**config.mk**
```make
export PLATFORM = sky130hd
export DESIGN_NAME = acs_top
export DESIGN_NICKNAME = d
export VERILOG_FILES = /design/src/inc/acs_pkg.sv /design/src/inc/acs_stream_if.sv /design/src/hdl/acs_fifo.sv /design/src/hdl/acs_top.sv
export SDC_FILE = /design/constraint.sdc
export NUM_CORES = 1
export LEC_CHECK = 0
export BUFFER_PORTS_ARGS = -buffer_cell sky130_fd_sc_hd__clkbuf_2
export CAP_MARGIN = 20
export CELL_PAD_IN_SITES_DETAIL_PLACEMENT = 0
export CELL_PAD_IN_SITES_GLOBAL_PLACEMENT = 1
export CORE_AREA = 3 3 171 297
export CTS_BUF_LIST = sky130_fd_sc_hd__clkbuf_16
export CTS_CLUSTER_SIZE = 8
export DETAILED_ROUTE_END_ITERATION = 7
export DIE_AREA = 0 0 174 300
export PLACE_DENSITY = 0.42
export RECOVER_POWER = 50
export SLEW_MARGIN = 20
export SYNTH_ARGS = -nofsm -noshare
export SYNTH_HDL_FRONTEND = slang
export SYNTH_SLANG_ARGS = --single-unit
export TNS_END_PERCENT = 30
```
**constraint.sdc**
```tcl
create_clock -name i_clk -period 3.1 [get_ports i_clk]
set_input_delay 0.155 -clock i_clk [delete_from_list [all_inputs] [get_ports i_clk]]
set_output_delay 0.155 -clock i_clk [all_outputs]
set_load 0.02 [all_outputs]
```
**src/inc/acs_pkg.sv**
```systemverilog
// shared constants for the converter sleep and serial readout block
package acs_pkg;
  localparam int          RESULT_W       = 14;
  localparam int          FRAME_BITS     = 16;
  localparam int          LEAD_ZEROS     = 2;
  localparam int          CNT_W          = 5;
  localparam int          CLK_MHZ        = 250;
  localparam int          WAKE_NS        = 5000;
  localparam int          CONV_NS        = 5000;
  localparam int          WAKE_CYC       = (WAKE_NS * CLK_MHZ) / 1000;
  localparam int          CONV_CYC       = (CONV_NS * CLK_MHZ) / 1000;
  localparam int          TMR_W          = 16;
  localparam int          FIFO_DEPTH     = 16;
  localparam logic [4:0]  CNT_ZERO       = 5'h00;
  localparam logic [4:0]  CNT_ONE        = 5'h01;
  localparam logic [4:0]  CNT_LAST       = 5'h10;
  localparam logic [15:0] TMR_ZERO       = 16'h0000;
  localparam logic [15:0] TMR_ONE        = 16'h0001;

  typedef enum logic [3:0] {
    ACS_IDLE  = 4'b0001,
    ACS_CONV  = 4'b0010,
    ACS_SLEEP = 4'b0100,
    ACS_WAKE  = 4'b1000
  } acs_state_type;
endpackage : acs_pkg

```
**src/inc/acs_stream_if.sv**
```systemverilog
// valid/ready word stream between block modules
`timescale 1ns/1ps
`default_nettype none
interface acs_stream_if #(parameter int WIDTH = 14);
  logic             valid;
  logic             ready;
  logic [WIDTH-1:0] data;
  modport src (output valid, output data, input ready);
  modport dst (input valid, input data, output ready);
endinterface : acs_stream_if
`default_nettype wire

```
**src/hdl/acs_fifo.sv**
```systemverilog
// parameterised word fifo with valid/ready on both sides
`timescale 1ns/1ps
`default_nettype none
module acs_fifo
  import acs_pkg::*;
#(
  parameter int WIDTH = RESULT_W,
  parameter int DEPTH = FIFO_DEPTH
)(
  // clock and reset
  input  wire logic i_clk,
  input  wire logic i_sys_rst,
  // streams
  acs_stream_if.dst wr,
  acs_stream_if.src rd
);
  localparam int AW = $clog2(DEPTH);

  logic [WIDTH-1:0] mem [DEPTH];
  logic [AW-1:0]    wptr;
  logic [AW-1:0]    rptr;
  logic [AW:0]      count;
  logic [AW-1:0]    next_wptr;
  logic [AW-1:0]    next_rptr;
  logic [AW:0]      next_count;
  logic             do_wr;
  logic             do_rd;
  logic [WIDTH-1:0] rdata;

  assign wr.ready = (count != (AW+1)'(DEPTH));
  assign rd.valid = (count != '0);
  assign rd.data  = rdata;

  always_comb
  begin
    do_wr      = wr.valid && wr.ready;
    do_rd      = rd.valid && rd.ready;
    next_wptr  = do_wr ? wptr + 1'b1 : wptr;
    next_rptr  = do_rd ? rptr + 1'b1 : rptr;
    next_count = count + (AW+1)'(do_wr) - (AW+1)'(do_rd);
  end

  always_ff @(posedge i_clk)
  begin
    if (i_sys_rst)
    begin
      wptr  <= '0;
      rptr  <= '0;
      count <= '0;
    end
    else
    begin
      wptr  <= next_wptr;
      rptr  <= next_rptr;
      count <= next_count;
    end
  end

  always_ff @(posedge i_clk)
  begin
    if (do_wr)
      mem[wptr] <= wr.data;
  end

  assign rdata = mem[rptr];
endmodule : acs_fifo
`default_nettype wire

```
**src/hdl/acs_top.sv**
```systemverilog
// conversion control, auto-sleep and serial readout of a 14-bit converter
// Functional notes
// - start falling edge begins conversion, busy high throughout
// - start still low when busy falls enters sleep
// - start rising edge wakes device, one-shot times 5 us
// - pulse over 6 us: sample at fall, done 5 us later
// - stored result still readable while asleep, sixteen clocks
// - data changes after each falling clock edge, valid both edges
// - first leading zero driven on first rising edge
// - frame is two zeros then 14-bit result, msb first
// - lsb held through 16th falling edge, then output released
// - extra clocks restart shifting, output driven again from next rising edge
// - counter and shifter reset at start fall if clock low
// - conversion end drops busy and queues result, loaded into output register only between reads
// - non-continuous serial clock accepted
// - device is slave and never drives the serial clock
// - result code is supplied already encoded by converter core
`timescale 1ns/1ps
`default_nettype none
module acs_top
  import acs_pkg::*;
#(
  parameter int W          = RESULT_W,
  parameter int WAKE_COUNT = WAKE_CYC,
  parameter int CONV_COUNT = CONV_CYC
)(
  // clock and reset
  input  wire logic         i_clk,
  input  wire logic         i_sys_rst,
  // pins from host
  input  wire logic         i_conversion_start_n,
  input  wire logic         i_sclk,
  // pins to host
  output logic              o_busy,
  output logic              o_serial_result_out,
  output logic              o_serial_result_oe,
  // converter core result source
  input  wire logic [W-1:0] i_core_code,
  // status
  output logic              o_asleep
);
  // two-flop synchronisers for pins
  logic cs_m;
  logic cs_s;
  logic cs_d;
  logic ck_m;
  logic ck_s;
  logic ck_d;

  always_ff @(posedge i_clk)
  begin
    if (i_sys_rst)
    begin
      cs_m <= 1'b1;
      cs_s <= 1'b1;
      cs_d <= 1'b1;
      ck_m <= 1'b0;
      ck_s <= 1'b0;
      ck_d <= 1'b0;
    end
    else
    begin
      cs_m <= i_conversion_start_n;
      cs_s <= cs_m;
      cs_d <= cs_s;
      ck_m <= i_sclk;
      ck_s <= ck_m;
      ck_d <= ck_s;
    end
  end

  logic cs_fall;
  logic cs_rise;
  logic ck_rise;
  logic ck_fall;

  // edge of a synchronised level from its last two samples
  function automatic logic fell_of(input logic prev, input logic cur);
    fell_of = prev && !cur;
  endfunction : fell_of

  function automatic logic rose_of(input logic prev, input logic cur);
    rose_of = !prev && cur;
  endfunction : rose_of

  assign cs_fall = fell_of(cs_d, cs_s);
  assign cs_rise = rose_of(cs_d, cs_s);
  assign ck_rise = rose_of(ck_d, ck_s);
  assign ck_fall = fell_of(ck_d, ck_s);

  // conversion state machine
  acs_state_type          state;
  acs_state_type          next_state;
  logic [TMR_W-1:0]       tmr;
  logic [TMR_W-1:0]       next_tmr;
  logic                   conv_done;
  logic                   woke;
  logic                   next_woke;

  // both timers run out on their last count
  function automatic logic timer_last(input logic [TMR_W-1:0] t);
    timer_last = (t == TMR_ONE);
  endfunction : timer_last

  // conversion timer start value
  function automatic logic [TMR_W-1:0] conv_load();
    conv_load = TMR_W'(CONV_COUNT);
  endfunction : conv_load

  always_comb
  begin
    next_state = state;
    next_tmr   = (tmr != TMR_ZERO) ? tmr - TMR_ONE : TMR_ZERO;
    next_woke  = woke;
    conv_done  = 1'b0;
    case (state)
      ACS_IDLE:
      begin
        if (cs_fall)
        begin
          next_state = ACS_CONV;
          next_tmr   = conv_load();
        end
      end
      ACS_CONV:
      begin
        if (timer_last(tmr))
        begin
          conv_done = 1'b1;
          next_state = cs_s ? ACS_IDLE : ACS_SLEEP;
        end
      end
      ACS_SLEEP:
      begin
        if (cs_rise)
        begin
          next_state = ACS_WAKE;
          next_tmr   = TMR_W'(WAKE_COUNT);
          next_woke  = 1'b0;
        end
      end
      ACS_WAKE:
      begin
        if (timer_last(tmr))
          next_woke = 1'b1;
        // long pulse: sample on fall, done 5 us after it
        if (cs_fall && woke)
        begin
          next_state = ACS_CONV;
          next_tmr   = conv_load();
        end
        // short pulse: conversion follows wake-up interval
        else if (!cs_s && timer_last(tmr))
        begin
          next_state = ACS_CONV;
          next_tmr   = conv_load();
        end
      end
      default:
      begin
        next_state = ACS_IDLE;
      end
    endcase
  end

  always_ff @(posedge i_clk)
  begin
    if (i_sys_rst)
    begin
      state <= ACS_IDLE;
      tmr   <= TMR_ZERO;
      woke  <= 1'b0;
    end
    else
    begin
      state <= next_state;
      tmr   <= next_tmr;
      woke  <= next_woke;
    end
  end

  assign o_busy   = (state == ACS_CONV);
  assign o_asleep = (state == ACS_SLEEP);

  // results pass through the fifo into the output register
  // the queue drains between reads, so only a long stalled read can fill it
  acs_stream_if #(.WIDTH(W)) res_in ();
  acs_stream_if #(.WIDTH(W)) res_out ();

  assign res_in.valid = conv_done;
  assign res_in.data  = i_core_code;

  acs_fifo #(
    .WIDTH (W),
    .DEPTH (FIFO_DEPTH)
  ) u_fifo (
    .i_clk     (i_clk),
    .i_sys_rst (i_sys_rst),
    .wr        (res_in),
    .rd        (res_out)
  );

  // serial shifter: count of edges, frame register, output
  logic [CNT_W-1:0]      cnt;
  logic [CNT_W-1:0]      next_cnt;
  logic [W-1:0]          out_reg;
  logic [W-1:0]          next_out_reg;
  logic [FRAME_BITS-1:0] shreg;
  logic [FRAME_BITS-1:0] next_shreg;
  logic                  sdo;
  logic                  next_sdo;
  logic                  oe;
  logic                  next_oe;
  logic                  take;

  function automatic logic [FRAME_BITS-1:0] frame_of(input logic [W-1:0] code);
    frame_of = {{LEAD_ZEROS{1'b0}}, code};
  endfunction : frame_of

  // fifo drains only while no read is in progress
  assign take          = res_out.valid && (cnt == CNT_ZERO);
  assign res_out.ready = take;

  always_comb
  begin
    next_cnt     = cnt;
    next_out_reg = take ? res_out.data : out_reg;
    next_shreg   = shreg;
    next_sdo     = sdo;
    next_oe      = oe;
    // reset at start fall only with clock low
    if (cs_fall && !ck_s)
    begin
      next_cnt   = CNT_ZERO;
      next_shreg = frame_of(next_out_reg);
      next_oe    = 1'b0;
      next_sdo   = 1'b0;
    end
    // first zero driven on first rising edge
    else if (ck_rise && (cnt == CNT_ZERO))
    begin
      // readable in any state including sleep
      next_shreg = frame_of(next_out_reg);
      next_sdo   = 1'b0;
      next_oe    = 1'b1;
      next_cnt   = CNT_ONE;
    end
    // change after falling edge, any clock gaps
    else if (ck_fall && (cnt != CNT_ZERO))
    begin
      if (cnt == CNT_LAST)
      begin
        // release after 16th falling edge, extra clocks restart
        next_oe  = 1'b0;
        next_cnt = CNT_ZERO;
      end
      else
      begin
        next_shreg = {shreg[FRAME_BITS-2:0], 1'b0};
        next_sdo   = shreg[FRAME_BITS-2];
        next_cnt   = cnt + CNT_ONE;
      end
    end
  end

  always_ff @(posedge i_clk)
  begin
    if (i_sys_rst)
    begin
      cnt     <= CNT_ZERO;
      out_reg <= '0;
      shreg   <= '0;
      sdo     <= 1'b0;
      oe      <= 1'b0;
    end
    else
    begin
      cnt     <= next_cnt;
      out_reg <= next_out_reg;
      shreg   <= next_shreg;
      sdo     <= next_sdo;
      oe      <= next_oe;
    end
  end

  assign o_serial_result_out = sdo;
  assign o_serial_result_oe  = oe;
endmodule : acs_top
`default_nettype wire

```
* Word-level counts from Yosys, hierarchy flattened
Memories as Yosys holds them, arrays and structs flattened. A register that Yosys moved wholly into a read port is not among the register bits.
Cells that the tools add are included.
** Word-level totals
- Memories kept :: 1
- RAM bits :: 224
- Word-level logic and storage cells :: 104
- Input port bits :: 18
- Register bits :: 76
** Memories
- u_fifo.mem :: depth 16, width 14, rd ports 1, clocked after Yosys merged registers in 1, write ports 1, RTL line acs_fifo.sv:19 : logic [WIDTH-1:0] mem [DEPTH];
** Cells by class
- Eq/ne operators :: 13
- Muxes and demuxes :: 33
- Bitwise operators :: 1
- Add/sub/neg operators :: 6
- Reductions and logical operators :: 31
** Operator list (number)
- $mux 16 :: 5
- $mux 14 :: 5
- $pmux 16 s3 :: 1
- $mux 4 :: 7
- $eq 16x1->1 const B :: 1
- $pmux 4 s4 :: 1
- $reduce_bool 16->1 :: 1
- $sub 16x1->16 const B :: 1
- $logic_and 1x1->1 :: 12
- $mux 1 :: 11
- $reduce_bool 5->1 :: 2
- $add 4x1->4 const B :: 2
- $ne 3x3->1 const B :: 2
- $reduce_and 2->1 :: 3
- $reduce_bool 2->1 :: 3
- $add 5x1->5 :: 1
- $add 5x1->5 const B :: 1
- $eq 5x5->1 const B :: 1
- $logic_not 5->1 :: 1
- $mux 5 :: 1
- $ne 5x5->1 const B :: 1
- $sub 5x1->5 :: 1
- $eq 4x1->1 const B :: 1
- $eq 4x2->1 const B :: 1
- 13 further kinds :: 18

* Logic depth before layout (Yosys ltp)
Gate-level depths: netlist of run 1.
- Word-level depth :: 6
- Depth in mapped cells :: 15

* Modules after synthesis
A second synthesis of run 1 with hierarchy kept.
** Second synthesis, totals
- Cell total of the unflattened synthesis :: 755
- Area, all modules :: 12086.6 um^2
** By module, submodules not included
- acs_fifo :: sequential area each 7066.8 um^2, cells each 452, area an instance 9308.9 um^2, times used 1
- acs_top :: sequential area each 1261.2 um^2, cells each 303, area an instance 2777.7 um^2, times used 1

* Worst setup path before layout of run 1
OpenSTA, ideal clock, no wires.
- Path type :: register -> register
- From :: register tmr[8]
- To :: memory u_fifo.mem[0][0] (enable)
- Cell stages (with the launch flop) :: 7
- Path slack :: -58 ps
- Data arrival time :: 2756 ps
- Setup time :: 403 ps
- Data required time :: 2697 ps
- Cell sequence :: dfxtp_1 -> or4_4 -> nor3_4 -> nand4b_4 -> nor3_4 -> nand2_1 -> nor3_1
** On the way
- Word-level cells in the longest chain between the ends :: 6
** Ends and longest elaborated chain
- start: declaration :: RTL line acs_top.sv:94 : logic [TMR_W-1:0] tmr;
- start signal: assignment :: RTL line acs_top.sv:177 : tmr <= next_tmr;
- $eq 16x1->1 :: RTL line acs_top.sv:102 : timer_last = (t == TMR_ONE);
- $mux 1 :: RTL line acs_top.sv:127 : if (timer_last(tmr))
- $mux 1 :: RTL line acs_top.sv:116 : case (state)
- $logic_and 1x1->1 :: RTL line acs_fifo.sv:36 : do_wr = wr.valid && wr.ready;
- net u_fifo.do_wr :: RTL line acs_fifo.sv:26 : logic do_wr;
- $mux 1 :: RTL line acs_fifo.sv:61 : if (do_wr)
- $mux 1 (not written as such) :: RTL line acs_fifo.sv:62 : mem[wptr] <= wr.data;
- end: declaration :: RTL line acs_fifo.sv:19
The timed path passes the listed nets, and every way through them passes these cells.

* Worst setup path in the final report of run 1
- From :: register tmr[8]
- To :: register u_fifo.count[4]
** On the way
- Word-level cells in the longest chain between the ends :: 6
** Ends and longest elaborated chain
- $eq 16x1->1 :: RTL line acs_top.sv:102
- $mux 1 :: RTL line acs_top.sv:127
- $mux 1 :: RTL line acs_top.sv:116
- $logic_and 1x1->1 :: RTL line acs_fifo.sv:36
- net u_fifo.do_wr :: RTL line acs_fifo.sv:26
- $add 5x1->5 :: RTL line acs_fifo.sv:40 : next_count = count + (AW+1)'(do_wr) - (AW+1)'(do_rd);
- $sub 5x1->5 :: RTL line acs_fifo.sv:40
- end signal: assignment :: RTL line acs_fifo.sv:55 : count <= next_count;
- end: declaration :: RTL line acs_fifo.sv:22 : logic [AW:0] count;
The timed path passes the listed nets, and every way through them passes these cells.
A chain may end at the register's enable or synchronous reset.

==> flow_summary.toml, run 1 <==
[critical_path]
path_buf_inv = 2
critPathSlowestCell = "sky130_fd_sc_hd__or4_4"
worst_path_dominant_cell_family = "simple AND/OR/NAND/NOR gates"
crit_path_cell_trace = "or4_4, nor3_4, nand4b_4, nor3_4, ha_1, inv_1, fa_1, inv_1, a21oi_1, nor2_1, or3_1, a21oi_1"
cp.arrival_ns = 3.22
worst_ep_required_time_ns = 3.49
worst-r2r-setup-slack_ns = 0.28
timing.critical_path.from_type = "register"
critical_path_peak_fanout = 5
critical_path.endpoint_type = "register"
cpPeakStageDelay_ns = 0.60
path_class = "reg2reg"

[synth]
yosys_most_used_dff = "sky130_fd_sc_hd__edfxtp_1"
synth_warnings = 0
postSynthAreaPerCell_sq_um = 15.8
flop_and_latch_count_out_of_synthesis = 304
post_synth_inst_count = 764
synth_nets = 799
synth_area_leaders = "sky130_fd_sc_hd__edfxtp_1 (56%), sky130_fd_sc_hd__dfxtp_1 (13%), sky130_fd_sc_hd__mux4_2 (10%)"
ys_async_sr_fraction_pct = 0
synth.top_cells.by_count = "sky130_fd_sc_hd__edfxtp_1 (224), sky130_fd_sc_hd__dfxtp_1 (80), sky130_fd_sc_hd__nor2_1 (68)"
netlist.area_leader.share_pct = 55.8
synth_sequential_area_ratio_pct = 69.1
yosysTopAreaCell = "sky130_fd_sc_hd__edfxtp_1"
synth_most_common_cell = "sky130_fd_sc_hd__edfxtp_1"
synth-edff-count = 224
synth_cell_types = 52
netlist_area_sq_um = 12100

[run]
max_cap_violations = 1

[route]
detail_route.wl_per_cell_microns = 19.3
drt_pre_antenna_iters = 4
detailroute.via_count = 6474
first_iter_violations = 275
drcViolationCount = 0
totalWireLength_microns = 29000
detail-route-antenna-nets = 0
post_drt_via_cell_ratio = 4.31

[global_routing]
antenna_found_initial = 0
gr-total-overflow = 0
grt_first_pass_wirelength_microns = 44800
number_of_global_route_vias_before_repair = 7097
grt_start_max_net_pins = 39
grt.total_usage_pct = 11.3

[layout]
top_register = "u_fifo.mem"
n_fill_cell = 4916
post_route_cells_drive_above_1_share_pct = 21.7
top_regs = "u_fifo.mem x224, tmr x16, shreg x15"
layout-area-overhead-vs-synth_pct = 19.7
nets = 872
final_util_pct = 29.6
final_cell_area_sq_um = 14400
antenna_cells_inserted = 0
largest_register_ffs = 224

[cts]
tritoncts = "yes"
cts_buffer_depth = 3
worst_setup_hold_path_clk_slew_ns = 0.05
cts.repair_timing.setup_buffer_count = 0
insertion_delay_ns = 0.53
cts.root.buffer_cell = "sky130_fd_sc_hd__clkbuf_16"
cts_max_level = 2
cts-hold-fix-buffers = 2
clock_sink_count = 304
number_of_buffers_created_by_cts = 43
cts_resized = 0

[timing]
slew_violations = 36
clock-skew-final_ns = 0.0253
timing.final.ws_setup_ns = 0.279
worst_slew_pin_slew_ns = 1.66
fmaxAchievable_mhz = 354
grt_setup_unrepaired = "false"
fin_crit_share_pct = 91.0
slew-limit-headroom_pct = -11.0
finalCriticalPeriod_ns = 2.82
timing.final.hold_violations = 0
setup-tns-final_ns = 0
setup_viol = 0

[placement]
place_worst_setup_slack_ns = 0.233
gpl.final_weighted_congestion = 0.696
place.port_buffers = 21
placedInstanceArea_sq_um = 13300
detailedPlacementHpwl_microns = 19000

[floorplan]
design.core.area_sq_um = 48700
fp.dieH_microns = 300
initial_core_util_pct = 24.7
dieWidth_microns = 174
floorplan.rows = 107
io-pin-count = 22
die_area_sq_um = 52200

[outcome]
run_status = "finished with violations"
violations_in_the_final_reports = "capacitance limit, slew limit"

[pwr]
p_leak_uw = 0.00468
max-vdd-ir-drop_mv = 0.371
power.density_cell_area_nw_per_um2 = 767

[hold_path]
hold_path_class = "in2reg"
## cells by family (layout without fill, tap and decap cells)
logic type / after synthesis / in the layout / synth area share [%]
buf+inv: 59 / 142 / 2.06
flops: 304 / 304 / 69.1
fa+ha+maj: 17 / 17 / 1.83
compound gates: 97 / 97 / 5.01
mux: 88 / 88 / 13.0
xor+xnor: 25 / 25 / 1.82
simple gates: 174 / 174 / 7.20
## worst reg2reg max path: stages, from the launching register on
cell                       delay, ns
sky130_fd_sc_hd__dfxtp_1        0.34
sky130_fd_sc_hd__or4_4          0.60
sky130_fd_sc_hd__nor3_4         0.26
sky130_fd_sc_hd__nand4b_4       0.18
sky130_fd_sc_hd__nor3_4         0.23
sky130_fd_sc_hd__ha_1           0.19
sky130_fd_sc_hd__inv_1          0.06
sky130_fd_sc_hd__fa_1           0.43
sky130_fd_sc_hd__inv_1          0.07
sky130_fd_sc_hd__a21oi_1        0.06
sky130_fd_sc_hd__nor2_1         0.12
sky130_fd_sc_hd__or3_1          0.12
sky130_fd_sc_hd__a21oi_1        0.05
## per-layer routing
layer	share of wire, %	GRT usage [%]	up-vias
met3	2.9	1.73	40
met5	0	0	-
met1	38	12.4	3297
li1	-	-	3045
met2	56	21.9	92
met4	2.6	3.91	0
## cells in the final DEF, fill, tap and decap left out, types with 15 or more instances in the layout
| cell type | n |
|---|---|
| sky130_fd_sc_hd__a21oi_1 | 42 |
| sky130_fd_sc_hd__buf_4 | 30 |
| sky130_fd_sc_hd__clkbuf_1 | 20 |
| sky130_fd_sc_hd__clkbuf_16 | 44 |
| sky130_fd_sc_hd__dfxtp_1 | 77 |
| sky130_fd_sc_hd__edfxtp_1 | 224 |
| sky130_fd_sc_hd__ha_1 | 16 |
| sky130_fd_sc_hd__inv_1 | 32 |
| sky130_fd_sc_hd__mux2i_1 | 33 |
| sky130_fd_sc_hd__mux4_2 | 55 |
| sky130_fd_sc_hd__nand2_1 | 41 |
| sky130_fd_sc_hd__nor2_1 | 56 |
| sky130_fd_sc_hd__o21ai_0 | 15 |
## through the flow
step                hold slack, ns  instances  power, uW
detailed placement           0.351       1444       7120
CTS                         0.0354       1501      11400
floorplan                    0.254        764       6370
finish                       0.146       1501      11100
global route                 0.175       1501      11700
global placement             0.349       1444       7120
## path summary, 6_finish.rpt
kind,from,end,cells past startpoint
hold / removal,i_core_code[0],u_fifo.mem[14][0]$_DFFE_PP_,1
setup / recovery,tmr[8]$_SDFF_PP0_,u_fifo.count[4]$_SDFF_PP0_,12
hold reg to reg,cs_m$_SDFF_PP1_,cs_s$_SDFF_PP1_,1
setup reg to reg,tmr[8]$_SDFF_PP0_,u_fifo.count[4]$_SDFF_PP0_,12
## where the power goes
group | switching (uW) | leakage, uW | internal, uW
Sequential | 233 | 0.00267 | 4630
Combinational | 1180 | 0.00140 | 872
Clock | 1660 | 0.000607 | 2500
## area by class of cell
class                   instances  area [sq um]  area share (%)
clock buffers                  44          1100            7.63
clock inverters                11          67.6           0.468
inverters                      23          86.3           0.598
multi-input cells             401          3530            24.4
flip-flops and latches        304          8330            57.7
well taps                     654           818            5.67
repair buffers                 64           500            3.47
Note: power is estimated with default switching activity, not from simulation.
==> run 2: changes to the inputs <==
Settings changed: CORE_AREA 3 3 171 297 to 3 3 124 216, DIE_AREA 0 0 174 300 to 0 0 127 219, PLACE_DENSITY 0.42 to 0.72.
==> run 2 against run 1 <==
Compared with the run above: the run still ends with capacitance limit, slew limit left; clock power is essentially flat; worst hold slack worse by 0.016 ns; sequential power increased by 1%; global-route usage grew 7.4 points; count of clock-buffer cells in the layout increased by 1; clock skew shrank 0.013 ns; combinational power shrank 7%; critical path type unchanged; critical endpoint unchanged; largest cell class unchanged; largest power group unchanged; highest routed layer unchanged.
==> flow_summary.toml, run 2 (same netlist as run 1, synthesis figures left out) <==
[timing]
setup_viol = 0
grt_setup_unrepaired = "false"
timing.final.hold_violations = 0
fin_crit_share_pct = 91.5
finalCriticalPeriod_ns = 2.84
slew-limit-headroom_pct = -1.08
slew_violations = 34
fmaxAchievable_mhz = 353
clock-skew-final_ns = 0.0121
worst_slew_pin_slew_ns = 1.52

[layout]
final_cell_area_sq_um = 13800
final_util_pct = 54.7
top_regs = "u_fifo.mem x224, tmr x16, shreg x15"
layout_commonest_cell = "sky130_fd_sc_hd__edfxtp_1"
layout-area-overhead-vs-synth_pct = 14.5
leading_cell_types_in_the_layout_fill_and_taps_excluded = "sky130_fd_sc_hd__edfxtp_1 (224), sky130_fd_sc_hd__dfxtp_1 (77), sky130_fd_sc_hd__nor2_1 (68), sky130_fd_sc_hd__mux4_2 (55), sky130_fd_sc_hd__clkbuf_16 (45)"
post_route_cells_drive_above_1_share_pct = 19.3
largest_register_ffs = 224
top_register = "u_fifo.mem"
nets = 857
antenna_cells_inserted = 0

[critical_path]
critPathSlowestCell = "sky130_fd_sc_hd__o41ai_2"
critical_path_peak_fanout = 8
critical_path.endpoint_type = "register"
timing.critical_path.from_type = "register"
crit_path_cell_trace = "inv_1, ha_1, inv_1, o41ai_2, inv_2, ha_1, inv_1, ha_1, inv_1, fa_1, inv_1, a21oi_1, nor2_1, or3_1, a21oi_1"
cp.arrival_ns = 3.29
path_class = "reg2reg"
worst_ep_required_time_ns = 3.56
cpPeakStageDelay_ns = 0.43
worst_path_most_repeated_cell = "sky130_fd_sc_hd__inv_1"

[floorplan]
fp.dieH_microns = 219
die_area_sq_um = 27800
design.core.area_sq_um = 25200
io-pin-count = 22
initial_core_util_pct = 47.8
dieWidth_microns = 127
floorplan.rows = 77

[cts]
clock_sink_count = 304
cts.root.buffer_cell = "sky130_fd_sc_hd__clkbuf_16"
cts_buffer_depth = 3
tritoncts = "yes"
number_of_buffers_created_by_cts = 43
cts_max_level = 2
worst_setup_hold_path_clk_slew_ns = 0.05
insertion_delay_ns = 0.54

[outcome]
run_status = "finished with violations"
violations_in_the_final_reports = "capacitance limit, slew limit"

[pwr]
cell_internal_pwr_uw = 8010
total_switching_power_uw = 2950
power.clock.fraction_pct = 37.8
p_leak_uw = 0.00461
max-vdd-ir-drop_mv = 0.452
netSwitchingFraction_pct = 26.9
seq_power_share_pct = 44.8
p_comb_share_pct = 17.4
power.density_cell_area_nw_per_um2 = 793

[global_routing]
busiest_layer = "met2"
grt_util_met3_pct = 3.34
grt.total_usage_pct = 18.7
global_routing_met1_resource_utilization_pct = 22.0
met2_usage_pct = 34.0
number_of_global_route_vias_before_repair = 6955
grt_start_max_net_pins = 34
grt_first_pass_wirelength_microns = 39800
antenna_found_initial = 0
gr-total-overflow = 0

[placement]
place.port_buffers = 21
placedInstanceArea_sq_um = 12600
detailedPlacementHpwl_microns = 15500
gpl.final_weighted_congestion = 0.861

[route]
drcViolationCount = 0
detail_route.wl_per_cell_microns = 22.0
detailroute.via_count = 6542
detail-route-antenna-nets = 0
drt_pre_antenna_iters = 4
post_drt_via_cell_ratio = 5.69
totalWireLength_microns = 25200
first_iter_violations = 531

[hold_path]
hold_path_class = "in2reg"

[run]
max_cap_violations = 1
==> run 2: cell count changes in the layout (fill, tap and decap cells not counted), sizes merged <==
| cell | previous run | this run |
|---|---|---|
| buf | 38 | 25 |
| clkbuf | 68 | 67 |
| clkinv | 1 | 0 |
| inv | 33 | 34 |
==> run 2: critical path: cells and delay by family, from the launching register on <==
family | cells | cell delay (ns)
AOI/OAI and AO/OA | 3 | 0.71
and+or+nand+nor | 2 | 0.41
buffers and inverters | 6 | 0.48
DFF | 1 | 0.31
adders and majority gates | 4 | 0.87
==> run 2: stage by stage <==
step | setup TNS (ns) | hold WS [ns] | total power [uW] | worst slack, ns | instances
after floorplan | -1.61 | 0.254 | 6370 | -0.0583 | 764
after global placement | 0 | 0.345 | 6840 | 0.312 | 1090
after detailed placement | 0 | 0.343 | 6920 | 0.235 | 1090
after CTS | 0 | 0.0153 | 11100 | 0.199 | 1148
after global routing | 0 | 0.157 | 11500 | 0.0132 | 1149
final | 0 | 0.130 | 11000 | 0.264 | 1149
==> run 2: cell type report <==
type / instances / area (sq um)
tap: 316 / 395
multi-input combinational: 401 / 3500
clock buffer: 45 / 1130
inverter: 23 / 86.3
sequential: 304 / 8330
timing repair buffer: 49 / 307
clock inverter: 11 / 57.6
fill: 2002 / 11400
==> run 2: final timing paths <==
check / from / to / slack (ns) / cells past startpoint
max: u_fifo.count[2]$_SDFF_PP0_ / u_fifo.count[4]$_SDFF_PP0_ / 0.26 / 15
min: i_core_code[4] / u_fifo.mem[12][4]$_DFFE_PP_ / 0.13 / 1
max reg2reg: u_fifo.count[2]$_SDFF_PP0_ / u_fifo.count[4]$_SDFF_PP0_ / 0.26 / 15
min reg2reg: cs_m$_SDFF_PP1_ / cs_s$_SDFF_PP1_ / 0.42 / 1
==> run 2: what timing repair did <==
action	CTS	global route
hold buffers	2	0
hold endpoints to repair	2	0
buffers inserted	0	1
setup endpoints to repair	0	1
resized for setup	0	0
==> run 2: power groups by stage <==
| stage | logic (uW) | clock network, uW | registers (uW) |
|---|---|---|---|
| floorplan | 1550 | 0 | 4820 |
| detailed placement | 1930 | 0 | 4980 |
| global route | 2130 | 4390 | 4940 |
| CTS | 1950 | 4240 | 4910 |
| finish | 1910 | 4150 | 4910 |
| global placement | 1870 | 0 | 4960 |
==> run 2: per-layer routing <==
layer  vias up  wire, microns
met5         -              0
met4         0            733
met3        45           1040
met2       157          13700
met1      3330           9770
li1       3010              -
==> run 3: changes to the inputs <==
Settings changed: BUFFER_PORTS_ARGS -buffer_cell sky130_fd_sc_hd__clkbuf_2 to default, CORE_AREA 3 3 124 216 to 3 3 123 214, DIE_AREA 0 0 127 219 to 0 0 126 217, DONT_BUFFER_PORTS from default to 1, SKIP_CTS_REPAIR_TIMING from default to 1.
==> run 3 against run 2 <==
Compared with the run above: the flow now finishes without violations; flip-flop and latch count did not move; fmax fell by 0.10%; global-route usage fell by 0.088 points; die area fell by 1.7%; clock power fell by 2%; setup slack got worse by 0.0029 ns.
==> flow_summary.toml, run 3 (same netlist as run 1, synthesis figures left out) <==
[outcome]
run_status = "finished clean"

[floorplan]
dieWidth_microns = 126
fp.dieH_microns = 217
die_area_sq_um = 27300
design.core.area_sq_um = 24700
initial_core_util_pct = 48.8
floorplan.rows = 76
io-pin-count = 22

[hold_path]
hold_depth = 2
hold_path_class = "in2reg"
min_delay_worst_endpoint = "cs_m$_SDFF_PP1_"
worst_hold_startpoint = "i_conversion_start_n"

[timing]
timing.final.hold_violations = 0
fmaxAchievable_mhz = 352
clock-skew-final_ns = 0.0112
finalCriticalPeriod_ns = 2.84
fin_crit_share_pct = 91.6
worst_slew_pin_slew_ns = 0.673
grt_setup_unrepaired = "false"
timing.final.ws_setup_ns = 0.261
slew-limit-headroom_pct = 55.1
setup-tns-final_ns = 0
setup_viol = 0
slew_violations = 0

[layout]
nets = 856
top_regs = "u_fifo.mem x224, tmr x16, shreg x15"
post_route_cells_drive_above_1_share_pct = 19.4
largest_register_ffs = 224
top_register = "u_fifo.mem"
area_of_all_sequential_standard_cells_sq_um = 8330
multi_input_area_sq_um = 3500
n_fill_cell = 1958
layout-area-overhead-vs-synth_pct = 15.5
leading_cell_types_in_the_layout_fill_and_taps_excluded = "sky130_fd_sc_hd__edfxtp_1 (224), sky130_fd_sc_hd__dfxtp_1 (77), sky130_fd_sc_hd__nor2_1 (68), sky130_fd_sc_hd__mux4_2 (55), sky130_fd_sc_hd__clkbuf_16 (44)"
stdcell_count = 1147
layout_commonest_cell = "sky130_fd_sc_hd__edfxtp_1"

[cts]
cts.root.buffer_cell = "sky130_fd_sc_hd__clkbuf_16"
clock_sink_count = 304
worst_setup_hold_path_clk_slew_ns = 0.05
tritoncts = "yes"
cts_buffer_depth = 3
cts_max_level = 2
insertion_delay_ns = 0.53
number_of_buffers_created_by_cts = 43

[placement]
place.port_buffers = 0
gpl.final_weighted_congestion = 0.836
dpl.cell_count = 1067
detailedPlacementHpwl_microns = 15700
place_worst_setup_slack_ns = 0.214

[pwr]
power.clock.fraction_pct = 37.3
seq_power_share_pct = 44.6
p_comb_share_pct = 18.0
total_switching_power_uw = 2930
power.density_cell_area_nw_per_um2 = 784
netSwitchingFraction_pct = 26.8
max-vdd-ir-drop_mv = 0.429
p_leak_uw = 0.00466
cell_internal_pwr_uw = 7990

[global_routing]
antenna_found_initial = 2
grt_first_pass_wirelength_microns = 39300
grt_start_max_net_pins = 63
gr-total-overflow = 0
grt.total_usage_pct = 18.6
number_of_global_route_vias_before_repair = 6996

[critical_path]
critical_path_peak_fanout = 5
critical_path.endpoint_type = "register"
timing.rr.end = "u_fifo.count[4]$_SDFF_PP0_"
path_class = "reg2reg"
worst-r2r-setup-slack_ns = 0.26
timing.critical_path.from_type = "register"
critical_path.reg2reg.startpoint = "tmr[8]$_SDFF_PP0_"
worst_ep_required_time_ns = 3.51
r2r_cells = 12
cp.arrival_ns = 3.25

[run]
max_cap_violations = 0

[route]
drcViolationCount = 0
detailroute.via_count = 6581
drt_pre_antenna_iters = 5
detail_route.wl_per_cell_microns = 21.4
detail-route-antenna-nets = 0
post_drt_via_cell_ratio = 5.74
totalWireLength_microns = 24600
first_iter_violations = 428
-- run 3: cell types whose count changed in the layout (fill, tap and decap cells not counted), sizes merged --
cell / change
buf: +4
clkbuf: -22
inv: +1
diode: +2
clkinv: +1
dlygate4sd3: +16
-- run 3: layer usage --
layer / vias up / share of wire (%) / global-route usage (%)
met5: - / 0 / 0
met4: 0 / 2.5 / 6.05
met3: 43 / 4.6 / 3.54
met2: 157 / 56 / 35.1
met1: 3357 / 37 / 20.9
li1: 3024 / - / -
-- run 3: power groups by stage --
stage	logic (uW)	clock network, uW	registers (uW)
6_report	1970	4080	4870
5_1_grt	2190	4350	4910
4_1_cts	1910	4190	4880
3_5_place_dp	1890	0	4950
3_3_place_gp	1830	0	4940
2_1_floorplan	1550	0	4820
-- run 3: worst max-delay path: stages (launching register included) --
cell	delay, ns
sky130_fd_sc_hd__dfxtp_1	0.35
sky130_fd_sc_hd__or4_4	0.60
sky130_fd_sc_hd__nor3_4	0.26
sky130_fd_sc_hd__nand4b_4	0.18
sky130_fd_sc_hd__nor3_4	0.23
sky130_fd_sc_hd__ha_1	0.20
sky130_fd_sc_hd__inv_1	0.06
sky130_fd_sc_hd__fa_1	0.42
sky130_fd_sc_hd__inv_1	0.08
sky130_fd_sc_hd__a21oi_1	0.06
sky130_fd_sc_hd__nor2_1	0.11
sky130_fd_sc_hd__or3_1	0.13
sky130_fd_sc_hd__a21oi_1	0.06
-- run 3: layout make-up --
class	count	area share (%)
flip-flops and latches	304	59.9
multi-input cells	401	25.2
clock buffers	44	7.91
repair buffers	48	3.12
well taps	312	2.80
inverters	23	0.620
clock inverters	13	0.476
diodes	2	0.0359
-- run 3: worst max-delay path by stage --
stage,start,end,cells after the start
finish,tmr[8]$_SDFF_PP0_,u_fifo.count[4]$_SDFF_PP0_,12
global route,cnt[0]$_SDFFE_PP0P_,u_fifo.count[4]$_SDFF_PP0_,15
CTS,cnt[0]$_SDFFE_PP0P_,u_fifo.count[4]$_SDFF_PP0_,15
detailed placement,cnt[0]$_SDFFE_PP0P_,u_fifo.count[4]$_SDFF_PP0_,15
global placement,tmr[8]$_SDFF_PP0_,u_fifo.count[4]$_SDFF_PP0_,12
floorplan,tmr[8]$_SDFF_PP0_,u_fifo.mem[2][0]$_DFFE_PP_,6
-- run 3: stage by stage --
stage                     power (uW)  hold WS (ns)  util, %  area [sq um]
after global placement          6770         0.228     50.7         12500
after global routing           11500         0.266     56.3         13900
final                          10900         0.261     56.3         13900
after detailed placement        6850         0.233     50.7         12500
after CTS                      11000        -0.335     55.4         13700
after floorplan                 6370         0.254        -         12100
